[src/common/gpic_pkg.sv]
// Purpose: Shared constants of the interrupt controller.
// Assumes: Register indices are byte addresses divided by four.
// Notes:   Sources are numbered in natural order, first source is index 0.
package gpic_pkg;

    // ----------------------------------------------------------------
    // Sizes
    // ----------------------------------------------------------------
    localparam int NUM_SRC   = 8;
    localparam int NUM_GRP   = 6;
    localparam int STACK_MAX = 4;
    localparam int ADDR_W    = 10;

    // ----------------------------------------------------------------
    // Register indices and reset values
    // ----------------------------------------------------------------
    localparam logic [7:0] IDX_ENABLE_PRIMARY   = 8'hA8;
    localparam logic [7:0] IDX_PRIO_LOW         = 8'hA9;
    localparam logic [7:0] IDX_PRIO_HIGH        = 8'hB9;
    localparam logic [7:0] IDX_ENABLE_SECONDARY = 8'h9A;
    localparam logic [7:0] IDX_FLAGS_SECONDARY  = 8'hBF;
    localparam logic [7:0] IDX_TIMER_CTRL       = 8'h88;
    localparam logic [7:0] IDX_SERIAL_CTRL      = 8'h98;
    localparam logic [7:0] REG_RESET            = 8'h00;

    // ----------------------------------------------------------------
    // Field positions
    // ----------------------------------------------------------------
    localparam int PRIO_W         = 6;
    localparam int POS_GLOBAL_EN  = 7;
    localparam int POS_SERIAL_EN  = 4;
    localparam int POS_T1_EN      = 3;
    localparam int POS_EXT_B_EN   = 2;
    localparam int POS_T0_EN      = 1;
    localparam int POS_EXT_A_EN   = 0;
    localparam int POS_EXT_C      = 2;
    localparam int POS_T3         = 1;
    localparam int POS_ADC        = 0;
    localparam int POS_T1_FLAG    = 7;
    localparam int POS_T0_FLAG    = 5;
    localparam int POS_EXT_B_FLAG = 3;
    localparam int POS_EXT_A_FLAG = 1;
    localparam int POS_TX_FLAG    = 1;
    localparam int POS_RX_FLAG    = 0;

    // ----------------------------------------------------------------
    // Sources in natural order, groups and vectors
    // ----------------------------------------------------------------
    localparam int SRC_EXT_A = 0;
    localparam int SRC_EXT_C = 1;
    localparam int SRC_T0    = 2;
    localparam int SRC_ADC   = 3;
    localparam int SRC_EXT_B = 4;
    localparam int SRC_T1    = 5;
    localparam int SRC_UART  = 6;
    localparam int SRC_T3    = 7;
    localparam logic [23:0] SRC_GROUP = {3'h5, 3'h4, 3'h3, 3'h2, 3'h1, 3'h1, 3'h0, 3'h0};
    localparam logic [127:0] SRC_VECTOR = {16'h00EB, 16'h0023, 16'h001B, 16'h0013,
                                           16'h008B, 16'h000B, 16'h0083, 16'h0003};

    typedef enum logic [0:0] {
        GPIC_AP_WAIT = 1'b0,
        GPIC_AP_DONE = 1'b1
    } gpic_apb_state_t;

endpackage

[src/design/gpic_arbiter.sv]
// Purpose: Picks the winner by level, then natural order.
// Assumes: Pending inputs are already gated by flag and enables.
// Notes:   Purely combinational.
module gpic_arbiter #(
    parameter int NUM_SRC = gpic_pkg::NUM_SRC,
    parameter int NUM_GRP = gpic_pkg::NUM_GRP
) (
    // Requests and levels
    input  wire logic [NUM_SRC-1:0] pending,
    input  wire logic [NUM_GRP-1:0] prio_low,
    input  wire logic [NUM_GRP-1:0] prio_high,
    // Winner
    output logic                    win_valid,
    output logic [2:0]              win_src,
    output logic [1:0]              win_level
);

    if (NUM_SRC != 8 || NUM_GRP != 6) begin : g_bad_size
        $error("gpic_arbiter serves eight sources in six groups only");
    end

    logic [NUM_GRP-1:0] grp_active;
    logic [1:0]         grp_level [NUM_GRP];
    logic [1:0]         max_level;
    logic [2:0]         win_grp;
    logic               grp_found;

    // ----------------------------------------------------------------
    // Per group level and activity
    // ----------------------------------------------------------------
    for (genvar g = 0; g < NUM_GRP; g++) begin : g_grp
        assign grp_level[g] = {prio_high[g], prio_low[g]}; // RQ4 RQ6
        always_comb begin
            grp_active[g] = 1'b0;
            for (int s = 0; s < NUM_SRC; s++) begin
                if (gpic_pkg::SRC_GROUP[s*3 +: 3] == 3'(g) && pending[s]) begin // RQ5
                    grp_active[g] = 1'b1;
                end
            end
        end
    end

    // ----------------------------------------------------------------
    // Three step selection
    // ----------------------------------------------------------------
    always_comb begin
        max_level = 2'h0;
        for (int g = 0; g < NUM_GRP; g++) begin
            if (grp_active[g] && grp_level[g] > max_level) begin // RQ3 RQ8
                max_level = grp_level[g];
            end
        end
        grp_found = 1'b0;
        win_grp   = 3'h0;
        for (int g = 0; g < NUM_GRP; g++) begin
            if (!grp_found && grp_active[g] && grp_level[g] == max_level) begin // RQ8 RQ1
                grp_found = 1'b1;
                win_grp   = 3'(g);
            end
        end
        win_valid = 1'b0;
        win_src   = 3'h0;
        for (int s = 0; s < NUM_SRC; s++) begin
            if (!win_valid && pending[s] && gpic_pkg::SRC_GROUP[s*3 +: 3] == win_grp) begin // RQ8
                win_valid = 1'b1;
                win_src   = 3'(s);
            end
        end
        win_level = max_level;
    end

endmodule

[src/design/gpic_ctrl.sv]
// Purpose: Grouped priority interrupt controller with APB registers.
// Assumes: Event inputs are one-cycle pulses from logic on the same clock.
// Notes:   irq_ack takes a request, irq_return ends it.
//
// Summary of operation
// RQ1: Equal level, simultaneous requests: natural order first, other waits.
// RQ2: Same or lower level never interrupts a running routine.
// RQ3: Four levels, 3 highest, natural order only breaks ties.
// RQ4: Group level is high register bit over low register bit.
// RQ5: Eight sources map onto six fixed groups.
// RQ6: All sources of a group share that group's level.
// RQ7: Strictly higher level preempts; lower waits for higher routines.
// RQ8: Winner: highest level, then first group, then first source.
// RQ9: Priority registers hold six r/w bits, reset zero, top bits read zero.
// RQ10: Enabled flags clear on dispatch; disabled flags only by software.
// RQ11: Writing one to a flag bit is ignored; zero clears it.
// RQ12: Software should write ones to flags it must keep.
// RQ13: Global enable in bit 7, reset zero, blocks all dispatch.
// RQ14: Primary enables: UART 4, timer one 3, ext B 2, timer zero 1, ext A 0.
// RQ15: Natural order and vectors fixed per source.
// RQ16: Request needs flag, own enable and global enable; flag sets always.
// RQ17: Secondary enables: ext C 2, timer three 1, converter 0.
// RQ18: Secondary flags: ext C 2, timer three 1, converter 0, reset zero.
// RQ19: Stack of in-service levels, push on dispatch, pop on return.
// RQ20: UART flags are never cleared by dispatch.
//
// Decided for this implementation: register access over APB.
module gpic_ctrl (
    // Clock and reset
    input  wire logic                        clock,
    input  wire logic                        rst_n,
    // APB slave
    input  wire logic [gpic_pkg::ADDR_W-1:0] paddr,
    input  wire logic                        psel,
    input  wire logic                        penable,
    input  wire logic                        pwrite,
    input  wire logic [31:0]                 pwdata,
    output logic [31:0]                      prdata,
    output logic                             pready,
    output logic                             pslverr,
    // Source events
    input  wire logic [7:0]                  src_event,
    input  wire logic                        serial_tx_event,
    // CPU core
    output logic                             irq_req,
    output logic [15:0]                      irq_vector,
    output logic [1:0]                       irq_level,
    input  wire logic                        irq_ack,
    input  wire logic                        irq_return
);

    typedef struct packed {
        gpic_pkg::gpic_apb_state_t ap;
        logic [7:0]                rdata;
        logic                      slverr;
        logic                      global_en;
        logic [4:0]                en_pri;
        logic [2:0]                en_sec;
        logic [5:0]                prio_lo;
        logic [5:0]                prio_hi;
        logic [7:0]                flag;
        logic                      tx_flag;
        logic [7:0]                stack;
        logic [2:0]                depth;
        logic                      req;
        logic [2:0]                src;
        logic [1:0]                lvl;
        logic [15:0]               vec;
    } gpic_state_t;

    gpic_state_t s_q;
    gpic_state_t s_d;

    logic [7:0] src_en;
    logic [7:0] flag_any;
    logic [7:0] pending;
    logic       win_valid;
    logic [2:0] win_src;
    logic [1:0] win_level;

    // ----------------------------------------------------------------
    // Per source enable and pending
    // ----------------------------------------------------------------
    assign src_en[gpic_pkg::SRC_EXT_A] = s_q.en_pri[gpic_pkg::POS_EXT_A_EN]; // RQ14
    assign src_en[gpic_pkg::SRC_EXT_C] = s_q.en_sec[gpic_pkg::POS_EXT_C];    // RQ17
    assign src_en[gpic_pkg::SRC_T0]    = s_q.en_pri[gpic_pkg::POS_T0_EN];    // RQ14
    assign src_en[gpic_pkg::SRC_ADC]   = s_q.en_sec[gpic_pkg::POS_ADC];      // RQ17
    assign src_en[gpic_pkg::SRC_EXT_B] = s_q.en_pri[gpic_pkg::POS_EXT_B_EN]; // RQ14
    assign src_en[gpic_pkg::SRC_T1]    = s_q.en_pri[gpic_pkg::POS_T1_EN];    // RQ14
    assign src_en[gpic_pkg::SRC_UART]  = s_q.en_pri[gpic_pkg::POS_SERIAL_EN]; // RQ14
    assign src_en[gpic_pkg::SRC_T3]    = s_q.en_sec[gpic_pkg::POS_T3];       // RQ17

    for (genvar i = 0; i < gpic_pkg::NUM_SRC; i++) begin : g_src
        if (i == gpic_pkg::SRC_UART) begin : g_uart
            assign flag_any[i] = s_q.flag[i] | s_q.tx_flag;
        end else begin : g_plain
            assign flag_any[i] = s_q.flag[i];
        end
        assign pending[i] = flag_any[i] & src_en[i] & s_q.global_en; // RQ16 RQ13
    end

    gpic_arbiter #(
        .NUM_SRC (gpic_pkg::NUM_SRC),
        .NUM_GRP (gpic_pkg::NUM_GRP)
    ) u_arbiter (
        .pending   (pending),
        .prio_low  (s_q.prio_lo),
        .prio_high (s_q.prio_hi),
        .win_valid (win_valid),
        .win_src   (win_src),
        .win_level (win_level)
    );

    // ----------------------------------------------------------------
    // Register read view
    // ----------------------------------------------------------------
    function automatic logic [7:0] read_reg(input gpic_state_t s, input logic [7:0] idx);
        logic [7:0] v;
        v = 8'h00;
        case (idx)
            gpic_pkg::IDX_ENABLE_PRIMARY: begin
                v[gpic_pkg::POS_GLOBAL_EN] = s.global_en;
                v[4:0]                     = s.en_pri;
            end
            gpic_pkg::IDX_PRIO_LOW: begin
                v[5:0] = s.prio_lo; // RQ9
            end
            gpic_pkg::IDX_PRIO_HIGH: begin
                v[5:0] = s.prio_hi; // RQ9
            end
            gpic_pkg::IDX_ENABLE_SECONDARY: begin
                v[2:0] = s.en_sec;
            end
            gpic_pkg::IDX_FLAGS_SECONDARY: begin
                v[gpic_pkg::POS_EXT_C] = s.flag[gpic_pkg::SRC_EXT_C]; // RQ18
                v[gpic_pkg::POS_T3]    = s.flag[gpic_pkg::SRC_T3];
                v[gpic_pkg::POS_ADC]   = s.flag[gpic_pkg::SRC_ADC];
            end
            gpic_pkg::IDX_TIMER_CTRL: begin
                v[gpic_pkg::POS_T1_FLAG]    = s.flag[gpic_pkg::SRC_T1];
                v[gpic_pkg::POS_T0_FLAG]    = s.flag[gpic_pkg::SRC_T0];
                v[gpic_pkg::POS_EXT_B_FLAG] = s.flag[gpic_pkg::SRC_EXT_B];
                v[gpic_pkg::POS_EXT_A_FLAG] = s.flag[gpic_pkg::SRC_EXT_A];
            end
            gpic_pkg::IDX_SERIAL_CTRL: begin
                v[gpic_pkg::POS_TX_FLAG] = s.tx_flag;
                v[gpic_pkg::POS_RX_FLAG] = s.flag[gpic_pkg::SRC_UART];
            end
            default: begin
                v = 8'h00;
            end
        endcase
        return v;
    endfunction

    function automatic logic is_mapped(input logic [7:0] idx);
        return idx == gpic_pkg::IDX_ENABLE_PRIMARY || idx == gpic_pkg::IDX_PRIO_LOW
            || idx == gpic_pkg::IDX_PRIO_HIGH || idx == gpic_pkg::IDX_ENABLE_SECONDARY
            || idx == gpic_pkg::IDX_FLAGS_SECONDARY || idx == gpic_pkg::IDX_TIMER_CTRL
            || idx == gpic_pkg::IDX_SERIAL_CTRL;
    endfunction

    // ----------------------------------------------------------------
    // Next state
    // ----------------------------------------------------------------
    always_comb begin
        logic [7:0] idx;
        logic       word_ok;
        logic       wr_fire;
        logic [7:0] wd;
        logic [7:0] clr;
        logic       clr_tx;
        logic       take;
        logic [2:0] dep;
        logic [1:0] top;
        logic       preempt;
        idx     = paddr[gpic_pkg::ADDR_W-1:2];
        word_ok = (paddr[1:0] == 2'h0) && is_mapped(idx);
        wr_fire = psel && penable && pwrite && s_q.ap == gpic_pkg::GPIC_AP_DONE;
        wd      = pwdata[7:0];
        clr     = 8'h00;
        clr_tx  = 1'b0;
        take    = irq_ack && s_q.req;
        dep     = s_q.depth;
        top     = s_q.stack[{s_q.depth[1:0] - 2'h1, 1'b0} +: 2];
        preempt = (s_q.depth == 3'h0) || (win_level > top); // RQ2 RQ7 RQ19
        s_d     = s_q;

        // Two cycle access: pready rises one cycle into the access phase.
        case (s_q.ap)
            gpic_pkg::GPIC_AP_WAIT: begin
                if (psel && penable) begin
                    s_d.ap     = gpic_pkg::GPIC_AP_DONE;
                    s_d.slverr = !word_ok;
                    s_d.rdata  = (word_ok && !pwrite) ? read_reg(s_q, idx) : 8'h00;
                end
            end
            gpic_pkg::GPIC_AP_DONE: begin
                s_d.ap     = gpic_pkg::GPIC_AP_WAIT;
                s_d.slverr = 1'b0;
                s_d.rdata  = 8'h00;
            end
            default: begin
                s_d.ap = gpic_pkg::GPIC_AP_WAIT;
            end
        endcase

        // Writes land on the completing edge.
        if (wr_fire && word_ok) begin
            case (idx)
                gpic_pkg::IDX_ENABLE_PRIMARY: begin
                    s_d.global_en = wd[gpic_pkg::POS_GLOBAL_EN]; // RQ13
                    s_d.en_pri    = wd[4:0];                     // RQ14
                end
                gpic_pkg::IDX_PRIO_LOW: begin
                    s_d.prio_lo = wd[gpic_pkg::PRIO_W-1:0]; // RQ9
                end
                gpic_pkg::IDX_PRIO_HIGH: begin
                    s_d.prio_hi = wd[gpic_pkg::PRIO_W-1:0]; // RQ9
                end
                gpic_pkg::IDX_ENABLE_SECONDARY: begin
                    s_d.en_sec = wd[2:0]; // RQ17
                end
                gpic_pkg::IDX_FLAGS_SECONDARY: begin
                    clr[gpic_pkg::SRC_EXT_C] = !wd[gpic_pkg::POS_EXT_C]; // RQ11
                    clr[gpic_pkg::SRC_T3]    = !wd[gpic_pkg::POS_T3];
                    clr[gpic_pkg::SRC_ADC]   = !wd[gpic_pkg::POS_ADC];
                end
                gpic_pkg::IDX_TIMER_CTRL: begin
                    clr[gpic_pkg::SRC_T1]    = !wd[gpic_pkg::POS_T1_FLAG]; // RQ11
                    clr[gpic_pkg::SRC_T0]    = !wd[gpic_pkg::POS_T0_FLAG];
                    clr[gpic_pkg::SRC_EXT_B] = !wd[gpic_pkg::POS_EXT_B_FLAG];
                    clr[gpic_pkg::SRC_EXT_A] = !wd[gpic_pkg::POS_EXT_A_FLAG];
                end
                gpic_pkg::IDX_SERIAL_CTRL: begin
                    clr_tx                  = !wd[gpic_pkg::POS_TX_FLAG]; // RQ11 RQ20
                    clr[gpic_pkg::SRC_UART] = !wd[gpic_pkg::POS_RX_FLAG];
                end
                default: begin
                    clr = 8'h00;
                end
            endcase
        end

        // Dispatch clears the granted flag, UART excepted.
        if (take && s_q.src != 3'(gpic_pkg::SRC_UART)) begin // RQ10 RQ20
            clr[s_q.src] = 1'b1;
        end

        // A new event wins over a clear in the same cycle.
        s_d.flag    = (s_q.flag & ~clr) | src_event;           // RQ16 RQ12
        s_d.tx_flag = (s_q.tx_flag & ~clr_tx) | serial_tx_event;

        // Level stack: pop on return, then push.
        if (irq_return && dep != 3'h0) begin // RQ19
            dep = dep - 3'h1;
        end
        if (take && dep < 3'(gpic_pkg::STACK_MAX)) begin // RQ19
            s_d.stack[{dep[1:0], 1'b0} +: 2] = s_q.lvl;
            dep = dep + 3'h1;
        end
        s_d.depth = dep;

        // Preemption compares against the current top entry.
        s_d.req = win_valid && preempt && !take && !irq_return; // RQ1 RQ13
        s_d.src = win_src;
        s_d.lvl = win_level;
        s_d.vec = gpic_pkg::SRC_VECTOR[{win_src, 4'h0} +: 16]; // RQ15
    end

    // ----------------------------------------------------------------
    // State register
    // ----------------------------------------------------------------
    always_ff @(posedge clock) begin
        if (!rst_n) begin
            s_q           <= '0;
            s_q.ap        <= gpic_pkg::GPIC_AP_WAIT;
            s_q.en_pri    <= gpic_pkg::REG_RESET[4:0];
            s_q.en_sec    <= gpic_pkg::REG_RESET[2:0];
            s_q.prio_lo   <= gpic_pkg::REG_RESET[5:0];
            s_q.prio_hi   <= gpic_pkg::REG_RESET[5:0];
            s_q.flag      <= gpic_pkg::REG_RESET;
            s_q.global_en <= 1'b0;
            s_q.vec       <= gpic_pkg::SRC_VECTOR[15:0];
        end else begin
            s_q <= s_d;
        end
    end

    // ----------------------------------------------------------------
    // Outputs
    // ----------------------------------------------------------------
    assign prdata     = {24'h000000, s_q.rdata};
    assign pready     = s_q.ap == gpic_pkg::GPIC_AP_DONE;
    assign pslverr    = s_q.slverr;
    assign irq_req    = s_q.req;
    assign irq_vector = s_q.vec;
    assign irq_level  = s_q.lvl;

endmodule

[config.mk]
export PLATFORM = sky130hd
export DESIGN_NAME = gpic_ctrl
export DESIGN_NICKNAME = d
export VERILOG_FILES = /design/src/common/gpic_pkg.sv /design/src/design/gpic_arbiter.sv /design/src/design/gpic_ctrl.sv
export SDC_FILE = /design/constraint.sdc
export NUM_CORES = 1
export LEC_CHECK = 0
export BUFFER_PORTS_ARGS = -buffer_cell sky130_fd_sc_hd__buf_2
export CAP_MARGIN = 20
export CORE_AREA = 2 2 110 134
export DETAILED_ROUTE_END_ITERATION = 16
export DIE_AREA = 0 0 112 136
export SYNTH_ARGS = -nofsm -noshare
export SYNTH_HDL_FRONTEND = slang
export SYNTH_SLANG_ARGS = --single-unit
[constraint.sdc]
create_clock -name clock -period 10.55 [get_ports clock]
set_clock_uncertainty 0.15 [all_clocks]
set_input_delay 1.055 -clock clock [delete_from_list [all_inputs] [get_ports clock]]
set_output_delay 1.055 -clock clock [all_outputs]
set_load 0.005 [all_outputs]
Word-level counts from Yosys, hierarchy flattened

Index checks and enable logic that the tools add are counted.

Flip-flop bits (word level): 73
Bits in latches: 0
Memory bits (writable): 0
Memory bits (read-only): 0
Input port bits: 58
Output and inout port bits: 53
Logic and storage cells: 227
Memories: 0

$add $sub $neg: 4
$mul: 0
Div/mod/pow operators: 0
Order comparisons: 10
Equal/unequal tests: 20
Shift operators: 4
Multiplexer cells: 65
Bitwise operators: 25
Reduce and logical (&&, ||, !) cells: 83

Operators by type and width:

| cell                        | number |
|---|---|
| $shiftx A128 B8 Y16 const A | 1 |
| $eq A8 B8 Y1 const B        | 7 |
| $logic_and A1 B1 Y1         | 46 |
| $mux W1                     | 32 |
| $mux W3                     | 8 |
| $mux W8                     | 3 |
| $logic_not A1 Y1            | 22 |
| $mux W2                     | 11 |
| $pmux W10 S2                | 1 |
| $and A1 B1 Y1               | 17 |
| $or A8 B8 Y8                | 2 |
| $eq A2 B2 Y1                | 6 |
| $gt A2 B2 Y1                | 6 |
| $mux W10                    | 1 |
| $and A8 B8 Y8               | 1 |
| $bwmux W8                   | 1 |
| $not A8 Y8                  | 1 |
| $reduce_and A2 Y1           | 4 |
| $shift A2 B5 Y8 const A     | 1 |
| $shiftx A2 B5 Y8            | 1 |
| $shiftx A8 B4 Y2            | 1 |
| $logic_or A1 B1 Y1          | 7 |
| $pmux W1 S7                 | 1 |
| $eq A2 B3 Y1 const A        | 2 |
| 23 further kinds            | 28 |

Logic depth before layout (Yosys ltp)

Gate-level depths: netlist of run 1.

Word-level depth: 78
Gate-level depth with buffers: 36

By module

A second synthesis of run 1 with hierarchy kept.

Cell total of the unflattened synthesis: 480
Area, all modules: 4312.9 um^2

Modules (own cells, without submodules):

| module       | times used | cells an instance | area an instance (um^2) | sequential area each (um^2) |
|---|---|---|---|---|
| gpic_ctrl    | 1          | 370               | 3464.6                  | 1221.2 |
| gpic_arbiter | 1          | 110               | 848.3                   | 0.0 |

Worst setup path before layout of run 1

Ideal clock, no wire load.

Kind: reg-to-reg
From: reg s_q (netlist bit flag_any[0])
To: reg s_q (netlist bit irq_vector[3])
Library setup time: 0.115 ns
Arrival time: 7.407 ns
Data required time: 10.285 ns
Setup slack: 2.878 ns
Cell stages (with the launch flop): 36
Cells stage by stage: dfxtp_1 a22o_1 and3_4 inv_1 ha_1 and2b_1 o2111ai_2 mux2_2 ha_1 nor2_1 o21ai_0 o211a_1 or3_2 ha_1 nor2_1 nand3_1 a221o_2 a21o_1 o41a_1 ha_1 nor2_1 a21oi_1 o21ai_2 mux2i_4 inv_1 ha_1 and2b_2 o211ai_1 a41oi_2 or3b_1 o21ai_0 a21oi_1 mux2_2 nand4_1 o22a_1 a21bo_2

RTL lines:

| what            | line            | RTL |
|---|---|---|
| start, declared | gpic_ctrl.sv:71 | `gpic_state_t s_q;` |

==> run_results.csv, run 1 <==
group,metric,value,unit
route,drt-initial-drc-count,196,
sta,slew-limit-headroom,45.95,%
route,wl_per_cell,15.16,um
clocking,h-tree-depth,3,
clocking,clk-insertion-delay-late,0.32,ns
die,die_w,112,um
cells_and_area,final_common_cell,"dfxtp_1",
route,vias_per_cell,4.940,
clocking,cts.sink_count,61,
min_path,whs_path_depth,2,
global_routing,grt_overflow,0,
sta,timing.fmax,114.4,MHz
worst_setup_path,crit_fanout,16,
worst_setup_path,r2r_start,"s_q[62]$_SDFFE_PN0P_",
global_routing,grt_pass1_vias,3270,
global_routing,antenna_found_initial,0,
synthesis,synth.distinct_cells,74,
pwr,power.density,127.4,mW/mm2
worst_setup_path,worstRegToRegCells,35,
clocking,tritoncts,"done",
synthesis,synth_area,0.004098,mm2
clocking,cts_resized,0,
synthesis,synthMuxAreaShare,10.17,%
synthesis,synth_xor_area_share,2.137,%
cells_and_area,final_cell_area,0.004559,mm2
place,gp_congestion,0.8580,
sta,final-setup-viol-count,0,
worst_setup_path,worstPathArrival,8.81,ns
worst_setup_path,crit_slowest_cell,"dfxtp_1",
sta,slew_viol_final,0,
route,finalWirelength,10.17,mm
place,place_area,0.004232,mm2
cells_and_area,layout_common_cells,"dfxtp_1 (61), buf_2 (49), nand2_1 (39)",
pwr,leakage,0.001905,uW
worst_setup_path,start_kind,"flop",
cells_and_area,nNetsFinal,565,
die,rows,48,
sta,worst_pin_slew,0.8108,ns
die,die-height,136,um
min_path,hp-class,"reg -> reg",
die,ios,111,
outcome,status,"completed",
synthesis,synth_fa_ha_area_share,5.191,%
worst_setup_path,crit_top_cell,"ha_1",
route,drc,0,
worst_setup_path,cp-end-kind,"flop",
place,hpwlAfterDp,7.895,mm
clocking,cts_setup_buffers,0,
synthesis,ys.flop_type,"dfxtp_1",
min_path,hold_path_startpoint,"s_q[30]$_SDFFE_PN0P_",
synthesis,seq_area_frac_synth,29.80,%
route,vias,3315,
synthesis,syn_inst,462,
place,port_buffers,49,
synthesis,synth.top_cells.by_area,"dfxtp_1 (30%), buf_4 (9.2%), mux2i_1 (7.1%), ha_1 (5.2%), nor2b_1 (4.1%)",
sta,hold_viol,0,
cells_and_area,drive_above_1_share,21.01,%
cells_and_area,n_fill_cell,1485,
worst_setup_path,worstSetupPathType,"reg -> reg",
worst_setup_path,required,10.62,ns
clocking,clk_pin_slew,0.06,ns
synthesis,synth_top_family_by_area,"simple AND/OR/NAND/NOR gates",
pwr,vdd_drop_max,0.00006560,V
synthesis,synthArstFlopShare,0,%
worst_setup_path,r2r_end,"irq_vector[3]$_SDFF_PN0_",
pwr,total_power,580.9,uW
route,dr.pass1.iters,5,
global_routing,grt_start_max_net_pins,53,
synthesis,yosys.area.top_type,"dfxtp_1",
synthesis,synth-simple-area-share,20.95,%
sta,setup_tns,0,ns
worst_setup_path,critical-path-max-stage-delay,0.66,ns
die,coreArea,0.01405,mm2
route,route.antenna.remaining_nets,0,
synthesis,synth_warnings,0,
synthesis,synth_edf_count,0,
sta,grt_setup_unrepaired,"false",
synthesis,syn_area_per_cell,8.869,um2
synthesis,yosys_register_bits,61,
worst_setup_path,r2r_slack,1.81,ns
die,dieArea,0.01523,mm2
flow_run,drv_cap,0,
clocking,root_buffer,"clkbuf_16",
die,start_util,29.16,%
sta,min_period_over_period,82.84,%
worst_setup_path,crit_buf_inv,2,
min_path,worstHoldEndpoint,"s_q[30]$_SDFFE_PN0P_",
synthesis,netlist.area_leader.share,29.80,%
worst_setup_path,crit_family,"compound AO/OA/AOI/OAI gates",
global_routing,grt_pass1_wl,16.51,mm
clocking,cts_made_buffers,9,
clocking,hold_buffers,0,
cells_and_area,syn_to_final_growth,11.27,%
sta,min_period,8.739,ns
synthesis,synth_compound_area_share,18.75,%
clocking,cts_buffer_depth,2,
global_routing,grt_usage,13.59,%
==> logic make-up (layout without fill, tap and decap cells) <==
family | Yosys count | after routing
AO/OA/AOI/OAI | 93 | 93
adder cells (fa/ha/maj) | 17 | 17
flip-flops | 61 | 61
buffers and inverters | 84 | 83
XOR/XNOR | 10 | 10
multiplexers | 36 | 36
AND/OR/NAND/NOR | 159 | 159
other | 2 | 37
==> state kept, by name, indices dropped and copies added (netlist names) <==
signal / count
pslverr: 1
pready: 1
irq_vector: 5
prdata: 7
irq_req: 1
flag_any: 7
s_q: 37
irq_level: 2
==> worst register-to-register path, delay by kind of cell (launching register included) <==
kind,cells,cell delay [ns]
AOI/OAI and AO/OA,13,3.10
xor gates and xnor gates,1,0.15
adders and majority gates,5,1.31
buffers and inverters,2,0.13
DFF,1,0.66
muxes,3,0.86
and+or+nand+nor,11,2.26
==> worst max-delay path by stage <==
stage	endpoint	startpoint	slack [ns]	cells past startpoint
finish	irq_vector[3]$_SDFF_PN0_	s_q[62]$_SDFFE_PN0P_	1.81	35
global route	irq_vector[3]$_SDFF_PN0_	s_q[62]$_SDFFE_PN0P_	1.21	35
CTS	irq_vector[3]$_SDFF_PN0_	s_q[62]$_SDFFE_PN0P_	1.83	35
detailed placement	irq_vector[3]$_SDFF_PN0_	s_q[62]$_SDFFE_PN0P_	1.90	35
global placement	irq_vector[3]$_SDFF_PN0_	s_q[62]$_SDFFE_PN0P_	2.07	35
floorplan	irq_vector[3]$_SDFF_PN0_	flag_any[0]$_SDFF_PN0_	2.88	35
==> per-stage QoR <==
step	setup slack (ns)	hold slack, ns	instances	utilization [%]
5_1_grt	1.205	0.3422	670	32.43
6_report	1.811	0.3213	671	32.44
2_1_floorplan	2.878	0.2878	496	-
4_1_cts	1.834	0.3210	670	32.43
3_3_place_gp	2.070	0.2870	654	30.11
3_5_place_dp	1.896	0.3158	654	30.11
==> Yosys cell counts (all sizes together), types with 7 or more instances <==
cell / n
dfxtp: 61
buf: 51
nand2: 39
mux2i: 32
nor2b: 27
nor2: 23
inv: 18
ha: 17
nand3: 14
clkbuf: 13
a21oi: 11
and2: 11
o21a: 11
o21ai: 11
a22o: 9
a22oi: 8
and3: 8
nand4: 8
xnor2: 7
==> power breakdown <==
part / leakage, uW / internal, uW / switching [uW] / total (uW)
clock network: 0.000158 / 212 / 104 / 316
registers: 0.000494 / 233 / 3.75 / 237
logic: 0.00125 / 11.7 / 15.8 / 27.5
total: 0.00191 / 458 / 123 / 581
==> metal layers <==
layer	part of all wire, %	wire [um]	up-vias	track usage [%]
li1	-	-	1634	-
met1	42	4235	1544	15.62
met2	51	5137	121	24.51
met3	5.5	560	16	3.656
met4	2.3	238	0	4.404
met5	0	0	-	0
==> area by class of cell <==
cell class | instances | area [um2] | area share, %
multi-input cells | 351 | 2479 | 54.36
well taps | 175 | 219.0 | 4.802
diodes | 1 | 2.502 | 0.05488
inverters | 18 | 67.56 | 1.482
flip-flops and latches | 61 | 1221 | 26.78
clock inverters | 6 | 86.33 | 1.894
clock buffers | 10 | 239.0 | 5.241
repair buffers | 49 | 245.2 | 5.379
Power figures use the tool's default switching activity.
==> run 2: changes to the inputs <==
==> constraint.sdc (replaced) <==
create_clock -name clock -period 7.24 [get_ports clock]
set_clock_uncertainty 0.15 [all_clocks]
set_input_delay 0.724 -clock clock [delete_from_list [all_inputs] [get_ports clock]]
set_output_delay 0.724 -clock clock [all_outputs]
set_load 0.005 [all_outputs]
==> run 2 against run 1 <==
The flow now finishes with violations (negative setup slack); sequential share of layout area shrank 2.9 points; power grew 41%; critical path depth grew 2; wire length grew 5.3%; combinational power grew 55%; maximum frequency grew 19%; worst setup slack lost 1.9 ns; via count grew 5.4%; critical path type unchanged; largest cell class unchanged.
==> run_results.csv, run 2 (synthesized netlist as in run 1, its figures left out) <==
group,metric,value,unit
outcome,status,"complete, but fails checks",
outcome,failed_checks,"negative setup slack",
pwr,vdd_drop_max,0.0001074,V
flow_run,drv_cap,0,
clocking,clk_pin_slew,0.05,ns
route,finalWirelength,10.71,mm
pwr,power.density,159.2,mW/mm2
sta,setup_ws,-0.07370,ns
clocking,tritoncts,"done",
worst_setup_path,worstSetupPathType,"reg -> reg",
sta,hold_viol,0,
cells_and_area,largest_register_ffs,37,
clocking,hold_buffers,0,
cells_and_area,nNetsFinal,610,
worst_setup_path,critical-path-max-stage-delay,0.38,ns
sta,min_period_over_period,101.0,%
clocking,clk-insertion-delay-late,0.33,ns
min_path,hp-class,"reg -> reg",
route,dr.pass1.iters,5,
worst_setup_path,start_kind,"flop",
worst_setup_path,worstPathArrival,7.38,ns
cells_and_area,layout.cells.non_filler,715,
worst_setup_path,crit_slowest_cell,"or3_4",
place,dp_cells,681,
route,drt-initial-drc-count,186,
worst_setup_path,required,7.31,ns
cells_and_area,syn_to_final_growth,25.31,%
cells_and_area,layout_common_cells,"dfxtp_1 (57), buf_2 (49), buf_4 (43)",
sta,setup_tns,-0.3361,ns
cells_and_area,n_fill_cell,1444,
place,gp_congestion,0.8446,
global_routing,grt_usage,14.01,%
route,route.antenna.remaining_nets,0,
route,drc,0,
sta,timing.fmax,136.7,MHz
cells_and_area,drive_above_1_share,33.89,%
worst_setup_path,crit_family,"simple AND/OR/NAND/NOR gates",
cells_and_area,diodes,0,
die,ios,111,
die,die_w,112,um
clocking,cts_buffer_depth,2,
global_routing,grt_overflow,0,
pwr,leakage,0.002156,uW
worst_setup_path,cp-end-kind,"flop",
sta,worst_pin_slew,0.8741,ns
route,vias,3494,
worst_setup_path,r2r_slack,-0.07,ns
clocking,root_buffer,"clkbuf_16",
worst_setup_path,crit_fanout,4,
route,vias_per_cell,4.887,
global_routing,grt_pass1_vias,3411,
die,start_util,29.16,%
global_routing,grt_start_max_net_pins,53,
cells_and_area,finish.utilization,36.54,%
sta,grt_setup_unrepaired,"true",
global_routing,grt_pass1_wl,16.97,mm
clocking,cts_made_buffers,9,
die,dieArea,0.01523,mm2
sta,min_period,7.314,ns
sta,final-setup-viol-count,7,
place,port_buffers,49,
cells_and_area,final_common_cell,"dfxtp_1",
clocking,cts.sink_count,61,
clocking,h-tree-depth,3,
route,wl_per_cell,14.97,um
die,rows,48,
worst_setup_path,crit_buf_inv,6,
die,coreArea,0.01405,mm2
cells_and_area,regMostFlops,"s_q",
sta,slew_viol_final,0,
place,hpwlAfterDp,7.992,mm
global_routing,antenna_found_initial,0,
pwr,total_power,817.4,uW
sta,slew-limit-headroom,41.60,%
die,die-height,136,um
run 2: changes by cell type in the layout (fill, tap and decap cells not counted), sizes merged:
cell / delta
bufinv: -1
clkbuf: +1
buf: +45
diode: -1
run 2: routing by layer:
layer | vias to the layer above | global-route usage (%) | part of all wire, % | wire length [um]
li1 | 1708 | - | - | -
met1 | 1674 | 15.52 | 41 | 4353
met2 | 96 | 26.13 | 53 | 5636
met3 | 16 | 2.987 | 4.5 | 486
met4 | 0 | 5.488 | 2.1 | 230
met5 | - | 0 | 0 | 0
run 2: what timing repair did:
| action | in CTS | in global routing |
|---|---|---|
| resized for setup | 12 | 24 |
| setup endpoints to repair | 9 | 9 |
| pin swaps | 24 | 13 |
| buffers inserted | 8 | 11 |
run 2: layout make-up:
cell class | count | area [um2] | area share (%)
multi-input combinational | 351 | 2729 | 53.14
inverter | 18 | 67.56 | 1.316
clock buffer | 11 | 242.7 | 4.727
tap | 175 | 219.0 | 4.264
clock inverter | 5 | 60.06 | 1.170
sequential | 61 | 1226 | 23.88
timing repair buffer | 94 | 590.6 | 11.50
run 2: path summary, 6_finish.rpt:
kind,start,end,cells past startpoint
setup / recovery,flag_any[0]$_SDFF_PN0_,s_q[20]$_SDFF_PN0_,37
hold / removal,pslverr$_SDFFE_PN0P_,pslverr$_SDFFE_PN0P_,2
setup reg to reg,flag_any[0]$_SDFF_PN0_,s_q[20]$_SDFF_PN0_,37
hold reg to reg,pslverr$_SDFFE_PN0P_,pslverr$_SDFFE_PN0P_,2
run 2: tightest hold or removal path, delay by kind of cell (launching register included):
family	cells	cell delay [ns]
DFF	1	0.32
and+or+nand+nor	1	0.04
AOI/OAI and AO/OA	1	0.06
run 2: where the power goes:
part / internal (uW) / switching, uW / total [uW]
Clock: 276 / 154 / 430
Sequential: 340 / 4.81 / 345
Combinational: 18.4 / 24.3 / 42.7
run 2: through the flow:
step                setup slack, ns  area (um2)  hold slack, ns
floorplan                   -0.2087        4299          0.2878
global route                -0.3360        5135          0.3441
finish                     -0.07370        5135          0.3076
global placement            -0.1326        4508          0.2848
detailed placement          -0.2470        4508          0.3071
CTS                        -0.03390        4918          0.3149
==> run 3: changes to the inputs <==
--- a/config.mk
+++ b/config.mk
@@ -5,11 +5,12 @@
 export SDC_FILE = /design/constraint.sdc
 export NUM_CORES = 1
 export LEC_CHECK = 0
+export ABC_AREA = 1
 export BUFFER_PORTS_ARGS = -buffer_cell sky130_fd_sc_hd__buf_2
 export CAP_MARGIN = 20
-export CORE_AREA = 2 2 110 134
+export CORE_AREA = 2 2 109 132
 export DETAILED_ROUTE_END_ITERATION = 16
-export DIE_AREA = 0 0 112 136
+export DIE_AREA = 0 0 111 134
 export SYNTH_ARGS = -nofsm -noshare
 export SYNTH_HDL_FRONTEND = slang
 export SYNTH_SLANG_ARGS = --single-unit
==> run 3 against run 2 <==
Critical path type unchanged; wire length decreased by 6.6%; combinational power grew to 5.4 times the previous value; first-iteration DRC count rose by 54%; core utilization is 3.7 points lower; non-clock buffer count down 45; synthesized cell count grew 23%; flip-flop and latch count is the same; critical endpoint is now s_q[18]$_SDFF_PN0_; largest power group unchanged; final area decreased by 13%; the run now ends clean; critical path depth increased by 9; global-route usage shrank 0.49 points; sequential power increased by 3%.
==> run_results.csv, run 3 <==
group,metric,value,unit
outcome,status,"completed",
worst_setup_path,start_kind,"flop",
place,hpwlAfterDp,7.899,mm
route,finalWirelength,10.00,mm
place,dp_cells,761,
worst_setup_path,critical-path-max-stage-delay,0.49,ns
global_routing,grt_pass1_vias,3364,
die,ios,111,
flow_run,drv_cap,0,
pwr,switching_share,31.61,%
pwr,pwr-share-clk,42.1,%
pwr,seqPwrFrac,35.1,%
sta,timing.fmax,155.1,MHz
sta,worst_pin_slew,0.8831,ns
worst_setup_path,required,7.32,ns
synthesis,syn_inst,566,
min_path,hp-class,"reg -> reg",
die,die_w,111,um
die,coreArea,0.01358,mm2
route,drc,0,
cells_and_area,largest_register_ffs,37,
clocking,tritoncts,"done",
sta,grt_setup_unrepaired,"false",
sta,setup_tns,0,ns
clocking,cts_resized,0,
synthesis,seq_area_frac_synth,30.61,%
pwr,leakage,0.002038,uW
global_routing,grt_start_max_net_pins,37,
sta,slew_viol_final,0,
synthesis,ys.flop_type,"dfxtp_1",
place,port_buffers,49,
worst_setup_path,crit_slowest_cell,"dfxtp_1",
place,gp_congestion,0.8993,
global_routing,grt_overflow,0,
sta,final-setup-viol-count,0,
pwr,power.density,226.8,mW/mm2
sta,min_period_over_period,89.04,%
cells_and_area,drive_above_1_share,16.83,%
synthesis,synth.most_common_cell,"inv_1",
synthesis,yosys_register_bits,61,
die,die-height,134,um
route,vias_per_cell,4.674,
global_routing,grt_usage,13.52,%
synthesis,synth.distinct_cells,42,
route,route.antenna.remaining_nets,0,
worst_setup_path,worstPathArrival,6.52,ns
pwr,p_sw,320.1,uW
synthesis,synth_area,0.003990,mm2
route,dr.pass1.iters,5,
worst_setup_path,crit_fanout,9,
clocking,cts_setup_buffers,0,
pwr,total_power,1013,uW
synthesis,yosys.area.top_type,"dfxtp_1",
cells_and_area,nNetsFinal,676,
die,dieArea,0.01487,mm2
synthesis,synth_warnings,0,
synthesis,synth_edf_count,0,
die,rows,47,
clocking,clk_pin_slew,0.05,ns
worst_setup_path,crit_top_cell,"nand2_1",
synthesis,synthTopCellsByCount,"inv_1 (85), nand2_1 (81), dfxtp_1 (61)",
global_routing,antenna_found_initial,0,
pwr,vdd_drop_max,0.0001436,V
die,start_util,29.37,%
clocking,h-tree-depth,3,
cells_and_area,n_fill_cell,1451,
clocking,cts_buffer_depth,2,
clocking,cts.sink_count,61,
route,wl_per_cell,12.87,um
pwr,p_int,692.5,uW
cells_and_area,final_common_cell,"inv_1",
worst_setup_path,worstSetupPathType,"reg -> reg",
sta,hold_viol,0,
cells_and_area,layout_common_cells,"inv_1 (85), nand2_1 (81), dfxtp_1 (61)",
cells_and_area,regMostFlops,"s_q",
cells_and_area,syn_to_final_growth,11.92,%
synthesis,synth.top_cells.by_area,"dfxtp_1 (31%), buf_4 (9.4%), inv_1 (8.0%), nand2_1 (7.6%), a21oi_1 (6.1%)",
synthesis,syn_area_per_cell,7.050,um2
cells_and_area,diodes,0,
route,drt-initial-drc-count,287,
clocking,hold_buffers,0,
pwr,power.share.combinational,22.9,%
sta,min_period,6.447,ns
clocking,clk-insertion-delay-late,0.33,ns
synthesis,synthArstFlopShare,0,%
global_routing,grt_pass1_wl,16.24,mm
cells_and_area,layout.cells.non_filler,777,
synthesis,netlist.area_leader.share,30.61,%
clocking,root_buffer,"clkbuf_16",
route,vias,3632,
clocking,cts_made_buffers,9,
sta,slew-limit-headroom,40.35,%
worst_setup_path,cp-end-kind,"flop",
==> run 3: cell type report <==
type	instances	area, um2	area share, %
Multi-Input combinational cell	389	2145	48.02
Sequential cell	61	1221	27.35
Inverter	91	341.6	7.649
Timing Repair Buffer	49	245.2	5.492
Clock buffer	9	225.2	5.043
Tap cell	171	214.0	4.791
Clock inverter	7	73.82	1.653
==> run 3: cells by family after synthesis <==
kind of cell             synth area share (%)
XOR/XNOR                               0.6586
adder cells (fa/ha/maj)                 5.331
other                                  0.1882
buffers and inverters                   18.85
AND/OR/NAND/NOR                         26.40
flip-flops                              30.61
AO/OA/AOI/OAI                           17.97
==> run 3: layer usage <==
layer	wire (um)	track usage [%]
met1	4389	16.75
met2	4839	23.28
met3	563	2.531
met4	211	5.278
met5	0	0
==> run 3: power groups by stage <==
| stage | clock (uW) | sequential [uW] | combinational (uW) |
|---|---|---|---|
| 3_3_place_gp | 0 | 363 | 228 |
| 4_1_cts | 434 | 355 | 231 |
| 3_5_place_dp | 0 | 362 | 228 |
| 6_report | 426 | 355 | 232 |
| 5_1_grt | 448 | 357 | 276 |
| 2_1_floorplan | 0 | 360 | 190 |
==> run 3: metrics by stage <==
step	worst slack, ns	cell area [um2]	util [%]	hold WS (ns)
4_1_cts	0.6725	4466	32.87	0.3164
5_1_grt	0.03464	4466	32.87	0.3420
6_report	0.7933	4466	32.87	0.3138
3_3_place_gp	0.7066	4167	30.67	0.3049
2_1_floorplan	1.507	4118	-	0.2938
3_5_place_dp	0.6756	4167	30.67	0.3092
==> run 3: critical path, delay by kind of cell (launching register included) <==
family                   cells  cell delay, ns
AND/OR/NAND/NOR             32            3.44
AO/OA/AOI/OAI                4            0.65
adder cells (fa/ha/maj)      5            1.22
buffers and inverters        5            0.39
flip-flops                   1            0.49
==> run 3: final timing paths <==
| kind | from | end | slack [ns] | cells after the start |
|---|---|---|---|---|
| worst max-delay path | s_q[62]$_SDFFE_PN0P_ | s_q[18]$_SDFF_PN0_ | 0.79 | 46 |
| worst max register to register | s_q[62]$_SDFFE_PN0P_ | s_q[18]$_SDFF_PN0_ | 0.79 | 46 |
| worst min-delay path | s_q[30]$_SDFFE_PN0P_ | s_q[30]$_SDFFE_PN0P_ | 0.31 | 2 |
| worst min register to register | s_q[30]$_SDFFE_PN0P_ | s_q[30]$_SDFFE_PN0P_ | 0.31 | 2 |
